<file path="src/rtl/div_shift_pkg.sv">
// Purpose: Shared types and constants for the divide and shift datapath
// Assumes: 16-bit working registers, sixteen of them
// Notes:   Operation codes are binary coded
package div_shift_pkg;

  localparam int WORD_BITS    = 16;
  localparam int REG_ADDR_W   = 4;
  localparam int SHAMT_W      = 4;
  // One iteration per divisor bit
  localparam logic [4:0] DIV_ITER_COUNT = 5'h10;
  localparam logic [3:0] QUOT_REG_IDX   = 4'h0;
  localparam logic [3:0] REM_REG_IDX    = 4'h1;
  localparam logic [15:0] WORD_ZERO     = 16'h0000;
  localparam logic [31:0] DWORD_ZERO    = 32'h0000_0000;

  typedef enum logic [1:0] {
    arith_shift_right   = 2'b00,
    shift_left_op       = 2'b01,
    logical_shift_right = 2'b10
  } shift_kind_e;

  typedef enum logic [1:0] {
    DIV_IDLE = 2'b00,
    DIV_RUN  = 2'b01,
    DIV_FIX  = 2'b10,
    DIV_DONE = 2'b11
  } div_state_e;

  // Divide request from the decoder
  typedef struct packed {
    logic        isSigned;
    logic        isLong;
    logic [3:0]  divisorSel;
    logic [3:0]  dividendSel;
  } div_req_s;

  // Shift request from the decoder
  typedef struct packed {
    shift_kind_e kind;
    logic [3:0]  srcSel;
    logic [3:0]  dstSel;
    logic [3:0]  amount;
  } shift_req_s;

  // Register file write port
  typedef struct packed {
    logic        en;
    logic [3:0]  addr;
    logic [15:0] data;
  } reg_wr_s;

endpackage

</file>
<file path="src/rtl/divide_and_barrel_shift_unit.sv">
// Purpose: Iterative divider and single-cycle shifter of the core ALU
// Assumes: Decoder holds no second divide while busy is high
// Notes:   Three write ports, two for divide and one for shift; divide writes two registers
// Notes on behaviour
// - Divide 32/16 and 16/16, signed and unsigned.
// - Quotient goes to register zero, remainder to register one.
// - Divisor from any register; long dividend from aligned pair, high above.
// - One iteration per divisor bit; both sizes take equal cycles.
// - Single and multi-bit shifts complete in one cycle.
// - Right arithmetic or left shift up to 15 positions per cycle.
// - Shift source and destination are working registers only.
// - Arithmetic right shift moves toward the least significant bit.
// - Left shift moves toward the most significant bit.
// - Logical right shift moves toward the least significant bit.
`timescale 1ns/100ps
module divide_and_barrel_shift_unit
  import div_shift_pkg::*;
(
  // Clock and reset
  input  wire logic                  sys_clk,
  input  wire logic                  rst_n,
  // Divide request
  input  wire logic                  divStart,
  input  wire div_req_s              divReq,
  // Shift request
  input  wire logic                  shiftStart,
  input  wire shift_req_s            shiftReq,
  // Register file read side
  input  wire logic [15:0]           regFile [16],
  // Results
  output logic                       divBusy,
  output logic                       divDone,
  output reg_wr_s                    divWrQuot,
  output reg_wr_s                    divWrRem,
  output reg_wr_s                    shiftWr
);

  div_state_e  state;
  logic [4:0]  iterCnt;
  logic [31:0] quot;
  logic [16:0] partRem;
  logic [15:0] divisorMag;
  logic        negQuot;
  logic        negRem;
  logic [31:0] dividendRaw;
  logic [31:0] dividendMag;
  logic [15:0] divisorRaw;
  logic [3:0]  pairBase;
  logic [16:0] trialSub;
  logic [16:0] shiftedRem;
  logic [15:0] shiftSrc;
  logic [15:0] next_shiftOut;

  // Aligned pair: even register low half, next odd register high half
  assign pairBase = {divReq.dividendSel[3:1], 1'b0};
  assign divisorRaw = regFile[divReq.divisorSel];

  always_comb
  begin
    if (divReq.isLong)
    begin
      dividendRaw = {regFile[pairBase + 4'h1], regFile[pairBase]};
    end
    else if (divReq.isSigned)
    begin
      dividendRaw = {{16{regFile[divReq.dividendSel][15]}},
                     regFile[divReq.dividendSel]};
    end
    else
    begin
      dividendRaw = {WORD_ZERO, regFile[divReq.dividendSel]};
    end
  end

  // Signed operands are reduced to magnitudes, sign applied at the end
  always_comb
  begin
    if (divReq.isSigned && dividendRaw[31])
    begin
      dividendMag = DWORD_ZERO - dividendRaw;
    end
    else
    begin
      dividendMag = dividendRaw;
    end
  end

  // One quotient bit per divisor bit; dividend upper half preloads
  // the partial remainder so that both sizes run sixteen steps
  assign shiftedRem = {partRem[15:0], quot[15]};
  assign trialSub   = shiftedRem - {1'b0, divisorMag};

  always_ff @(posedge sys_clk or negedge rst_n)
  begin
    if (!rst_n)
    begin
      state      <= DIV_IDLE;
      iterCnt    <= 5'h00;
      quot       <= DWORD_ZERO;
      partRem    <= 17'h00000;
      divisorMag <= WORD_ZERO;
      negQuot    <= 1'b0;
      negRem     <= 1'b0;
    end
    else
    begin
      case (state)
        DIV_IDLE:
        begin
          if (divStart)
          begin
            state      <= DIV_RUN;
            iterCnt    <= DIV_ITER_COUNT;
            quot       <= {WORD_ZERO, dividendMag[15:0]};
            partRem    <= {1'b0, dividendMag[31:16]};
            divisorMag <= (divReq.isSigned && divisorRaw[15])
                          ? WORD_ZERO - divisorRaw : divisorRaw;
            negQuot    <= divReq.isSigned
                          && (dividendRaw[31] ^ divisorRaw[15]);
            negRem     <= divReq.isSigned && dividendRaw[31];
          end
        end
        DIV_RUN:
        begin
          if (!trialSub[16])
          begin
            partRem <= trialSub;
            quot    <= {quot[30:0], 1'b1};
          end
          else
          begin
            partRem <= shiftedRem;
            quot    <= {quot[30:0], 1'b0};
          end
          iterCnt <= iterCnt - 5'h01;
          if (iterCnt == 5'h01)
          begin
            state <= DIV_FIX;
          end
        end
        DIV_FIX:
        begin
          if (negQuot)
          begin
            quot[15:0] <= WORD_ZERO - quot[15:0];
          end
          if (negRem)
          begin
            partRem[15:0] <= WORD_ZERO - partRem[15:0];
          end
          state <= DIV_DONE;
        end
        DIV_DONE:
        begin
          state <= DIV_IDLE;
        end
        default:
        begin
          state <= DIV_IDLE;
        end
      endcase
    end
  end

  assign divBusy = (state != DIV_IDLE);
  assign divDone = (state == DIV_DONE);

  // Results always land in the fixed result registers
  always_comb
  begin
    divWrQuot.en   = divDone;
    divWrQuot.addr = QUOT_REG_IDX;
    divWrQuot.data = quot[15:0];
    divWrRem.en    = divDone;
    divWrRem.addr  = REM_REG_IDX;
    divWrRem.data  = partRem[15:0];
  end

  // Barrel shifter, register direct on both ends
  assign shiftSrc = regFile[shiftReq.srcSel];

  always_comb
  begin
    case (shiftReq.kind)
      arith_shift_right:
      begin
        next_shiftOut = $signed(shiftSrc) >>> shiftReq.amount;
      end
      shift_left_op:
      begin
        next_shiftOut = shiftSrc << shiftReq.amount;
      end
      logical_shift_right:
      begin
        next_shiftOut = shiftSrc >> shiftReq.amount;
      end
      default:
      begin
        next_shiftOut = shiftSrc;
      end
    endcase
  end

  always_ff @(posedge sys_clk or negedge rst_n)
  begin
    if (!rst_n)
    begin
      shiftWr <= '0;
    end
    else
    begin
      shiftWr.en   <= shiftStart;
      shiftWr.addr <= shiftReq.dstSel;
      shiftWr.data <= next_shiftOut;
    end
  end
endmodule

</file>
<file path="config.mk">
export PLATFORM = sky130hd
export DESIGN_NAME = divide_and_barrel_shift_unit
export DESIGN_NICKNAME = d
export VERILOG_FILES = /design/src/rtl/div_shift_pkg.sv /design/src/rtl/divide_and_barrel_shift_unit.sv
export SDC_FILE = /design/constraint.sdc
export NUM_CORES = 1
export LEC_CHECK = 0
export ABC_AREA = 0
export BUFFER_PORTS_ARGS = -buffer_cell sky130_fd_sc_hd__buf_2
export CAP_MARGIN = 20
export CORE_MARGIN = 2
export CORE_UTILIZATION = 57
export CTS_CLUSTER_SIZE = 20
export DETAILED_ROUTE_END_ITERATION = 10
export PLACE_DENSITY = 0.83
export SLEW_MARGIN = 20
export SYNTH_ARGS = -nofsm -noshare
export SYNTH_HDL_FRONTEND = slang
export SYNTH_SLANG_ARGS = --single-unit
</file>
<file path="constraint.sdc">
create_clock -name sys_clk -period 3.9 [get_ports sys_clk]
set_input_delay 0.78 -clock sys_clk [delete_from_list [all_inputs] [get_ports sys_clk]]
set_output_delay 0.78 -clock sys_clk [all_outputs]
set_load 0.05 [all_outputs]
</file>
Word-level counts from Yosys, hierarchy flattened
Cells that the tools add are included.
- register bits after elaboration: 78
- input port bits: 284
- $add $sub $neg: 7
- $lt $le $gt $ge: 5
- equality and inequality tests: 10
- shift-type cells: 3
- muxes and demuxes: 33
- bitwise logic cells: 6
- reduce and logical (&&, ||, !) cells: 13
- operators by type and width (kind ; count):
    $bmux W16 S4 ; 5
    $mux W16 ; 15
    $pmux W16 S3 ; 3
    $mux W32 ; 3
    $sub A1 B16 Y16 const A ; 3
    $sub A1 B32 Y32 const A ; 1
    $ge A5 B5 Y1 const B ; 5
    $not A4 Y5 ; 5
    $mux W17 ; 1
    $sub A17 B16 Y17 ; 1
    $shl A16 B4 Y16 ; 1
    $shr A16 B4 Y16 ; 1
    $sshr A16 B4 Y16 ; 1
    $pmux W5 S2 ; 1
    $ne A2 B2 Y1 const B ; 4
    $pmux W2 S4 ; 1
    $eq A2 B2 Y1 const B ; 3
    $reduce_and A2 Y1 ; 3
    $reduce_and A3 Y1 ; 2
    $eq A5 B1 Y1 const B ; 1
    $mux W5 ; 1
    $sub A5 B1 Y5 const B ; 1
    $add A4 B1 Y4 const B ; 1
    $eq A2 B1 Y1 const B ; 2
    7 further kinds ; 12

Depth between registers and ports, before layout
Gate-level depths: netlist of run 1.
- depth in word-level cells: 10
- depth in mapped cells: 14
- mapped depth without buffers: 12

Worst setup path before layout of run 1
Ideal clock, no wire load.
- path type: flip-flop to flip-flop
- start: register quot[15]
- end: register partRem[13]
- library setup time: 0.118 ns
- data arrival time: 3.564 ns
- required time: 3.782 ns
- path slack: 0.218 ns
- stages on the path, launching flop included: 15
- path buffers: 2
- period minus slack after synthesis: 3.682 ns
- cell sequence: dfrtp_1 -> inv_1 -> ha_1 -> fa_1 -> nor2b_1 -> o31ai_1 -> a21oi_1 -> a21oi_1 -> a31o_2 -> xnor2_1 -> clkbuf_1 -> buf_1 -> mux2i_1 -> o21ai_0 -> a21o_1
- word-level cells in the longest chain between the ends: 3
- RTL lines (item ; line ; source):
    start, declared ; divide_and_barrel_shift_unit.sv:40 ; logic [31:0] quot;
    start signal, assigned ; divide_and_barrel_shift_unit.sv:114 ; quot <= {WORD_ZERO, dividendMag[15:0]};
    start signal, assigned ; divide_and_barrel_shift_unit.sv:128 ; quot <= {quot[30:0], 1'b1};
    start signal, assigned ; divide_and_barrel_shift_unit.sv:133 ; quot <= {quot[30:0], 1'b0};
    $sub A17 B16 Y17 ; divide_and_barrel_shift_unit.sv:91 ; assign trialSub = shiftedRem - {1'b0, divisorMag};
    $mux W16 ; divide_and_barrel_shift_unit.sv:125 ; if (!trialSub[16])
    $pmux W16 S3 ; divide_and_barrel_shift_unit.sv:107 ; case (state)
    end signal, assigned ; divide_and_barrel_shift_unit.sv:115 ; partRem <= {1'b0, dividendMag[31:16]};
    end signal, assigned ; divide_and_barrel_shift_unit.sv:127 ; partRem <= trialSub;
    end signal, assigned ; divide_and_barrel_shift_unit.sv:132 ; partRem <= shiftedRem;
    end, declared ; divide_and_barrel_shift_unit.sv:41 ; logic [16:0] partRem;
Every way passes these cells.
A chain may end at the register's enable or synchronous reset.

Final worst setup path of run 1
- start: input divReq[1] (netlist name)
- end: register partRem[12]
- word-level cells in the longest chain between the ends: 10
- elaborated cells on any way between the ends: 20
- classes of those cells: 2 x add/sub; 14 x mux; 3 x bitwise; 1 x reduce/logical
- RTL lines (item ; line ; source):
    start, declared ; divide_and_barrel_shift_unit.sv:24 ; input wire div_req_s divReq,
    $add A4 B1 Y4 or $not A4 Y5 (tied branches) ; - ;
    $not A4 Y5 (not written as such) or $bmux W16 S4 (tied branches) ; - ;
    $bmux W16 S4 or $mux W16 (tied branches) ; - ;
    $mux W16 (on tied branches) ; - ;
    $mux W16 (not written as such) or $mux W32 (tied branches) ; divide_and_barrel_shift_unit.sv:62, divide_and_barrel_shift_unit.sv:64 ;
    $mux W32 (*) ; divide_and_barrel_shift_unit.sv:60 ; if (divReq.isLong)
    $sub A1 B32 Y32 or $logic_and A1 B1 Y1 (tied branches) ; divide_and_barrel_shift_unit.sv:80, divide_and_barrel_shift_unit.sv:78 ;
    $mux W32 (*) ; divide_and_barrel_shift_unit.sv:78 ; if (divReq.isSigned && dividendRaw[31])
    $mux W16 (*) ; divide_and_barrel_shift_unit.sv:110 ; if (divStart)
    $pmux W16 S3 (*) ; divide_and_barrel_shift_unit.sv:107 ;
Mark *: on every way between the ends. The rest lies on a longest branch, timed or not. The select of a mux whose other input is x is not followed.

==> run metrics, run 1 <==
final worst-path cycle share=0.945; Post-synth top flop=dfrtp_1; Slew headroom=0.331; final setup TNS=0 ps; first-pass GRT wire length=96500 um; Worst setup EP type=flop; die area=29100 um^2; Tightest Pin Transition=1000 ps; sequential cell area fraction in the yosys report=0.123; status=finished, final reports clean; Tmin final=3680 ps; Hold Path Class=in -> async; fin. max-slew vios=0; Initial Utilization=0.575; die height=171 um; Remaining DRCs=0; I/O pin count=349; fin util=0.680; H-Tree Depth=3; RR Endpoint=partRem[12]$_DFFE_PN0P_; share of cells above drive strength 1=0.405; CTS tree=yes; Max Clk Rate=271 MHz; FF-to-FF path depth=12; crit path launch=divReq[1]; Die W=171 um; final RePlAce weighted congestion=1.07; initial antenna violation count=9; vias in the first global route=16700; Synth async-reset ratio=1.00; max-cap violation count=0; Via Count=17300; Total GRT Usage=0.435; RSZ-0062 raised after global routing=no; Setup Fix Bufs, Post-CTS=0; DRT Pass-1 Iters=6; Core Rows=61; largest net degree at the start of global routing=79; Hold Slack=322 ps; aggregate global routing overflow=0; Iter 0 DRT Violations=2473; HPWL Detailed=50600 um; # clock sinks=78; Worst Setup Start Kind=input port; clk root buf=clkbuf_16; Lkg Pwr=7.80 nW; post-synth cell types=93; Final Hold Vio Count=0; Core Box Area=27600 um^2; CP arrival=3920 ps; syn avg cell area=9.88 um^2; area grow syn2layout=18.2%; Clock Latency Late Sink=350 ps; IO buf count=340; Required @ worst endpoint=4140 ps; Final #Nets=2238; EDFF count, synth=0; Final Setup Violations=0; Worst VDD drop=442 uV; TritonCTS Buffers=9; cell area power density=514 nW/um^2; Syn Inst Count=1604; WL per Instance=27.7 um; Post-Synthesis Cell Area=15800 um^2; routed wire length=64200 um; Vias/cell=7.47; Worst-path clk slew=60 ps; Setup Skew=11.8 ps; critical path class=in -> reg; synth warn=0; FF-to-FF setup slack=330 ps; Max Root-Sink Buffers=2; Crit Path Max Fanout=21; critical path endpoint=partRem[12]$_DFFE_PN0P_; r2r startpoint=quot[15]$_DFFE_PN0P_; number of synthesized register bits=78; post-route ant nets=0
## worst min-delay path by stage
stage,start,endpoint,slack (ps),cells past startpoint
global route,rst_n,iterCnt[0]$_DFFE_PN0P_,340,1
detailed placement,divisorMag[3]$_DFFE_PN0P_,divisorMag[3]$_DFFE_PN0P_,470,2
finish,rst_n,iterCnt[0]$_DFFE_PN0P_,320,1
global placement,divisorMag[5]$_DFFE_PN0P_,divisorMag[5]$_DFFE_PN0P_,460,2
floorplan,divisorMag[14]$_DFFE_PN0P_,divisorMag[14]$_DFFE_PN0P_,450,2
CTS,divisorMag[3]$_DFFE_PN0P_,divisorMag[3]$_DFFE_PN0P_,480,2
## layout make-up
| type | instances | area [um^2] |
|---|---|---|
| multi-input combinational | 1340 | 13000 |
| sequential | 78 | 1950 |
| clock inverter | 6 | 62.6 |
| tap | 378 | 473 |
| clock buffer | 10 | 229 |
| inverter | 42 | 158 |
| antenna | 11 | 27.5 |
| timing repair buffer | 455 | 2810 |
| fill | 2154 | 8830 |
## per-stage QoR
step	setup WS, ps	area (um^2)	power [mW]	std cells
after floorplan	218	15900	6.48	1610
after global placement	96.9	18400	8.32	2292
after detailed placement	-21.9	18400	8.50	2292
after CTS	312	18700	9.39	2308
after global routing	23.3	18700	10.2	2313
final	216	18700	9.62	2320
## synth_stat cells, types with 6 or more instances
cell type  number  share of area
mux2_2         28          0.020
o22ai_1        21         0.0083
inv_1          33         0.0078
buf_2          32          0.010
a221o_1         9         0.0057
buf_6          13         0.0092
nand2_1       146          0.035
a31oi_1        24         0.0095
nand2b_1       16         0.0063
dfrtp_1        78           0.12
xnor2_1        34          0.019
nor2_1        113          0.027
or2_2           8         0.0032
nor3_1         54          0.017
buf_1          16         0.0038
nand3b_1        6         0.0028
o21ai_0        90          0.028
nor2b_1        12         0.0047
o221ai_1        8         0.0044
mux4_2        250           0.36
buf_4          17         0.0081
mux2i_1       140          0.088
nand3_1        28         0.0088
o21ai_1        15         0.0047
o31ai_1        14         0.0066
o32ai_1         6         0.0033
a21oi_1        72          0.023
a22o_1         12         0.0066
ha_1           27          0.021
or3_1           8         0.0032
xor2_1         21          0.012
a211oi_1       16         0.0076
and3_1          7         0.0028
clkbuf_1       71          0.017
a22oi_1         8         0.0038
a21o_1          9         0.0043
a221oi_1        6         0.0033
o2111ai_1       7         0.0039
o21a_1          6         0.0028
## logic make-up after synthesis
group | share of synthesized area
adders and majority gates | 0.0232
buffers and inverters | 0.0583
other | 0.000474
DFF | 0.123
AOI/OAI and AO/OA | 0.159
and+or+nand+nor | 0.139
xor gates and xnor gates | 0.0304
muxes | 0.466
## report_power, final
| group | total [mW] | switching [mW] | internal, mW |
|---|---|---|---|
| clock network | 0.862 | 0.368 | 0.494 |
| logic | 7.24 | 4.50 | 2.74 |
| registers | 1.52 | 0.388 | 1.13 |
| total | 9.62 | 5.25 | 4.37 |
## routing by layer
layer,global-route usage,part of all wire,vias up
li1,-,-,7069
met1,0.575,0.36,8290
met2,0.664,0.45,1645
met3,0.112,0.14,316
met4,0.221,0.060,2
met5,0,0.00020,-
## layout by cell type (no fill, tap or decap), types with 53 or more instances in the layout
cell and instances:
buf_4 100, nand2_1 145, nor2_1 113, a21oi_1 72, o21ai_0 89, mux4_2 250
buf_2 336, nor3_1 53, dfrtp_1 78, mux2i_1 140
## state kept, by name, summed over array words and instances (netlist names)
register and flops:
shiftWr 21, quot 16, iterCnt 5, state 2
negRem 1, divisorMag 16, partRem 16, negQuot 1
## repair_timing
item	CTS	global route
resized for setup	0	1
endpoints found under the setup margin	0	1
hold buffers	0	0
## critical path, cell delays in order
cell       delay [ps]
clkbuf_8          280
buf_12            190
mux4_2            500
nor3b_1           250
a2111oi_0         120
a21oi_1           420
nand4b_2          280
nor4b_4           350
buf_4             220
a31oi_1           100
xor2_1            150
a221oi_1          260
Note: power is estimated with default switching activity, not from simulation.
==> inputs of run 2 (changes only) <==
- clock period: 3.9 -> 3.67 ns (I/O delays scaled with it)
==> run 2 against run 1 <==
Against the previous run:
- worst hold slack gained 78 ps
- via count grew 1.4%
- highest routed layer unchanged
- first-iteration DRC count grew 7.2%
==> run metrics, run 2 (same netlist as run 1, synthesis figures left out) <==
Worst setup EP type=flop; largest register by flop count=shiftWr; Max Clk Rate=279 MHz; Iter 0 DRT Violations=2651; largest net degree at the start of global routing=79; WL per Instance=27.2 um; number of flip-flops in the largest register=21; routed wl met2=30000 um; TritonCTS Buffers=9; Hold Path Class=in -> async; Core Rows=61; Worst Setup Start Kind=input port; I/O pin count=349; Clk pwr share=0.083; CTS tree=yes; first-pass GRT wire length=98700 um; Final Hold Vio Count=0; Worst-path clk slew=70 ps; dpl ws=-284 ps; sequential share of power=0.154; initial antenna violation count=3; Final Setup Violations=0; Die W=171 um; Tmin final=3580 ps; Total GRT Usage=0.447; share of total power in combinational logic=0.763; DRT Pass-1 Iters=6; final setup TNS=0 ps; highest routed layer=met5; most frequent cells in the layout=336 x buf_2, 250 x mux4_2, 187 x buf_4; wire length on met3=8260 um; # clock sinks=78; commonest non-fill, non-tap cell in the layout=buf_2; sw power=5.62 mW; Tightest Pin Transition=791 ps; routed wire length=65400 um; Slew headroom=0.472; Vias/cell=7.31; Via Count=17600; final worst-path cycle share=0.976; fin. max-slew vios=0; RSZ-0062 raised after global routing=no; max-cap violation count=0; die height=171 um; area grow syn2layout=22.4%; Max Root-Sink Buffers=2; die area=29100 um^2; H-Tree Depth=3; Initial Utilization=0.575; share of cells above drive strength 1=0.434; CP arrival=3780 ps; Remaining DRCs=0; post-route ant nets=0; Worst VDD drop=445 uV; critical path class=in -> reg; HPWL Detailed=52900 um; total power=10.4 mW; Setup Skew=13.0 ps; Crit Path Max Fanout=6; clk root buf=clkbuf_16; final RePlAce weighted congestion=1.01; switching share of power=0.541; Pint=4.77 mW; Clock Latency Late Sink=360 ps; cell area power density=535 nW/um^2; Lkg Pwr=8.25 nW; aggregate global routing overflow=0; Required @ worst endpoint=3870 ps; Final #Nets=2329; wire length on met1=23200 um; Core Box Area=27600 um^2; final worst slack=87.9 ps; vias in the first global route=16900; CTS Hold Buffers Added=0; IO buf count=340; status=finished, final reports clean; fin util=0.704
==> run 2: layout make-up <==
class,instances,area [um^2]
fillers,2140,8150
well taps,378,473
repair buffers,546,3520
diodes,2,5.00
clock inverters,4,22.5
flip-flops and latches,78,1950
multi-input cells,1340,13000
inverters,42,158
clock buffers,12,246
==> run 2: through the flow <==
stage / hold slack [ps] / cell area (um^2) / std cells
final: 400 / 19400 / 2402
after global routing: 482 / 19400 / 2401
after CTS: 481 / 19300 / 2398
after detailed placement: 471 / 19100 / 2382
after global placement: 458 / 19100 / 2382
after floorplan: 438 / 15900 / 1610
==> run 2: power by group through the flow <==
| stage | Combinational, mW | Sequential [mW] | Clock (mW) |
|---|---|---|---|
| finish | 7.93 | 1.60 | 0.864 |
| detailed placement | 7.68 | 1.60 | 0 |
| global placement | 7.52 | 1.58 | 0 |
| floorplan | 4.71 | 2.17 | 0 |
| global route | 8.51 | 1.63 | 0.902 |
| CTS | 7.72 | 1.58 | 0.866 |
==> run 2: path summary, 6_finish.rpt <==
path	start	end	slack [ps]	cells past startpoint
min reg2reg	divisorMag[15]$_DFFE_PN0P_	divisorMag[15]$_DFFE_PN0P_	480	1
max	divReq[0]	partRem[8]$_DFFE_PN0P_	90	12
max in group asynchronous	rst_n	quot[15]$_DFFE_PN0P_	2720	1
min	rst_n	divisorMag[11]$_DFFE_PN0P_	400	1
max reg2reg	quot[15]$_DFFE_PN0P_	partRem[2]$_DFFE_PN0P_	240	13
min in group sys_clk	divisorMag[15]$_DFFE_PN0P_	divisorMag[15]$_DFFE_PN0P_	480	1
==> run 2: what timing repair did <==
| action | in CTS | in global routing |
|---|---|---|
| endpoints found under the setup margin | 0 | 12 |
| resized for setup | 0 | 5 |
| buffers inserted | 0 | 1 |
==> run 2: routing by layer <==
metal	global-route usage	up-vias
li1	-	7262
met1	0.578	8446
met2	0.704	1556
met3	0.0995	301
met4	0.239	4
met5	0	-
==> run 2: worst max-delay path: stages <==
cell and delay (ps):
buf_2 280, buf_4 240, mux4_2 500, mux2i_1 150
a21oi_1 130, a21oi_2 270, buf_4 190, nand4_2 140
nor4b_4 400, buf_4 210, nand2_1 80, a2111oi_0 440
==> inputs of run 3 (changes only) <==
- CORE_UTILIZATION: 57 -> 30
- HOLD_SLACK_MARGIN: default -> 0.12
- PLACE_DENSITY: 0.83 -> default
==> run 3 against run 2 <==
Against the previous run:
- via count fell by 4.2%
- clock power grew 18%
- global-route usage is 19 points lower
- critical path type unchanged
- critical endpoint is now divisorMag[13]$_DFFE_PN0P_
- highest routed layer unchanged
==> run metrics, run 3 (same netlist as run 1, synthesis figures left out) <==
commonest non-fill, non-tap cell in the layout=buf_2; CP arrival=3700 ps; final RePlAce weighted congestion=0.994; clk root buf=clkbuf_16; Max Root-Sink Buffers=2; share of cells above drive strength 1=0.434; Slew headroom=0.346; Post-Layout Cell Count=2725; die height=234 um; Final Setup Violations=0; RSZ-0062 raised after global routing=no; Core Box Area=52300 um^2; Hold Path Class=in -> async; Max Clk Rate=287 MHz; critical path endpoint=divisorMag[13]$_DFFE_PN0P_; Vias/cell=6.17; Lkg Pwr=8.28 nW; Via Count=16800; Worst-path clk slew=70 ps; Final #Nets=2336; placed insts=2701; Final Hold Vio Count=0; vias in the first global route=16800; Crit Path Max Fanout=17; largest net degree at the start of global routing=48; Initial Utilization=0.303; Tmin final=3480 ps; post-route ant nets=0; CTS tree=yes; max-cap violation count=0; area grow syn2layout=25.4%; DRT Pass-1 Iters=5; Worst setup EP type=flop; aggregate global routing overflow=0; critical path class=in -> reg; IO buf count=340; H-Tree Depth=3; fin util=0.380; # clock sinks=78; total power=10.5 mW; FF-to-FF path depth=13; Setup Fix Bufs, Post-CTS=0; Core Rows=84; die area=54700 um^2; status=finished, final reports clean; cell area power density=530 nW/um^2; Reg area=1950 um^2; Total GRT Usage=0.258; CTS Hold Buffers Added=0; I/O pin count=349; footprint of the multi-input gates=13000 um^2; Tightest Pin Transition=980 ps; most frequent cells in the layout=335 x buf_2, 250 x mux4_2, 199 x buf_4; routed wire length=71100 um; crit path launch=divReq[4]; Clock Latency Late Sink=360 ps; number of flip-flops in the largest register=21; first-pass GRT wire length=106000 um; final worst-path cycle share=0.949; Worst VDD drop=468 uV; WL per Instance=26.1 um; fillers=5287; # resized after CTS=0; Die W=234 um; Iter 0 DRT Violations=1845; Worst Setup Start Kind=input port; fin. max-slew vios=0; largest register by flop count=shiftWr; initial antenna violation count=10; RR Endpoint=partRem[2]$_DFFE_PN0P_; TritonCTS Buffers=9; HPWL Detailed=58200 um; Remaining DRCs=0; r2r startpoint=quot[15]$_DFFE_PN0P_; FF-to-FF setup slack=190 ps; Setup Skew=16.9 ps; Required @ worst endpoint=3880 ps
run 3: cell count changes in the layout (fill, tap and decap cells not counted), sizes merged, moves of 2 or more:
cell / before / now
clkinv: 7 / 4
inv: 38 / 41
diode: 2 / 8
bufinv: 0 / 2
clkbuf: 12 / 10
buf: 546 / 552
run 3: routing by layer:
layer  GRT usage  share of wire  vias up
li1            -              -     7258
met1       0.332           0.39     8328
met2       0.425           0.47     1086
met3      0.0522          0.097      150
met4       0.101          0.040        2
met5           0        0.00014        -
run 3: report_power, final:
part	internal, mW	switching (mW)
registers	1.21	0.398
clock network	0.606	0.417
logic	3.09	4.80
total	4.91	5.62
run 3: critical path, cell delays in order:
cell	delay, ps
buf_4	170
buf_4	350
mux4_2	540
mux2i_1	190
mux2i_1	150
nor4b_1	330
buf_4	170
buf_4	100
nor4b_1	430
buf_4	230
a21oi_1	80
xnor2_1	150
o21ai_1	70
run 3: how the worst min path moves through the flow:
| stage | start | to | slack [ps] | depth (start not counted) |
|---|---|---|---|---|
| CTS | rst_n | iterCnt[2]$_DFFE_PN0P_ | 320 | 1 |
| finish | rst_n | quot[5]$_DFFE_PN0P_ | 310 | 1 |
| global placement | divisorMag[4]$_DFFE_PN0P_ | divisorMag[4]$_DFFE_PN0P_ | 470 | 2 |
| floorplan | rst_n | divisorMag[0]$_DFFE_PN0P_ | 440 | 0 |
| detailed placement | divisorMag[3]$_DFFE_PN0P_ | divisorMag[3]$_DFFE_PN0P_ | 480 | 2 |
| global route | rst_n | quot[5]$_DFFE_PN0P_ | 330 | 1 |
run 3: final cells by class:
cell class                      instances  share of cell area
Multi-Input combinational cell       1340               0.654
Tap cell                              688              0.0433
Clock buffer                            9              0.0113
Sequential cell                        78              0.0983
Clock inverter                          7             0.00523
Timing Repair Buffer                  553               0.178
Inverter                               42             0.00794
Antenna cell                            8             0.00101
run 3: metrics by stage:
stage          hold WS (ps)  setup WS [ps]  instance area [um^2]  TNS, ps
2_1_floorplan           438           62.0                 15900        0
3_5_place_dp            476           -165                 19500    -1120
4_1_cts                 319            201                 19800        0
6_report                309            187                 19900        0
3_3_place_gp            466          -95.9                 19500     -636
5_1_grt                 328           44.3                 19900        0
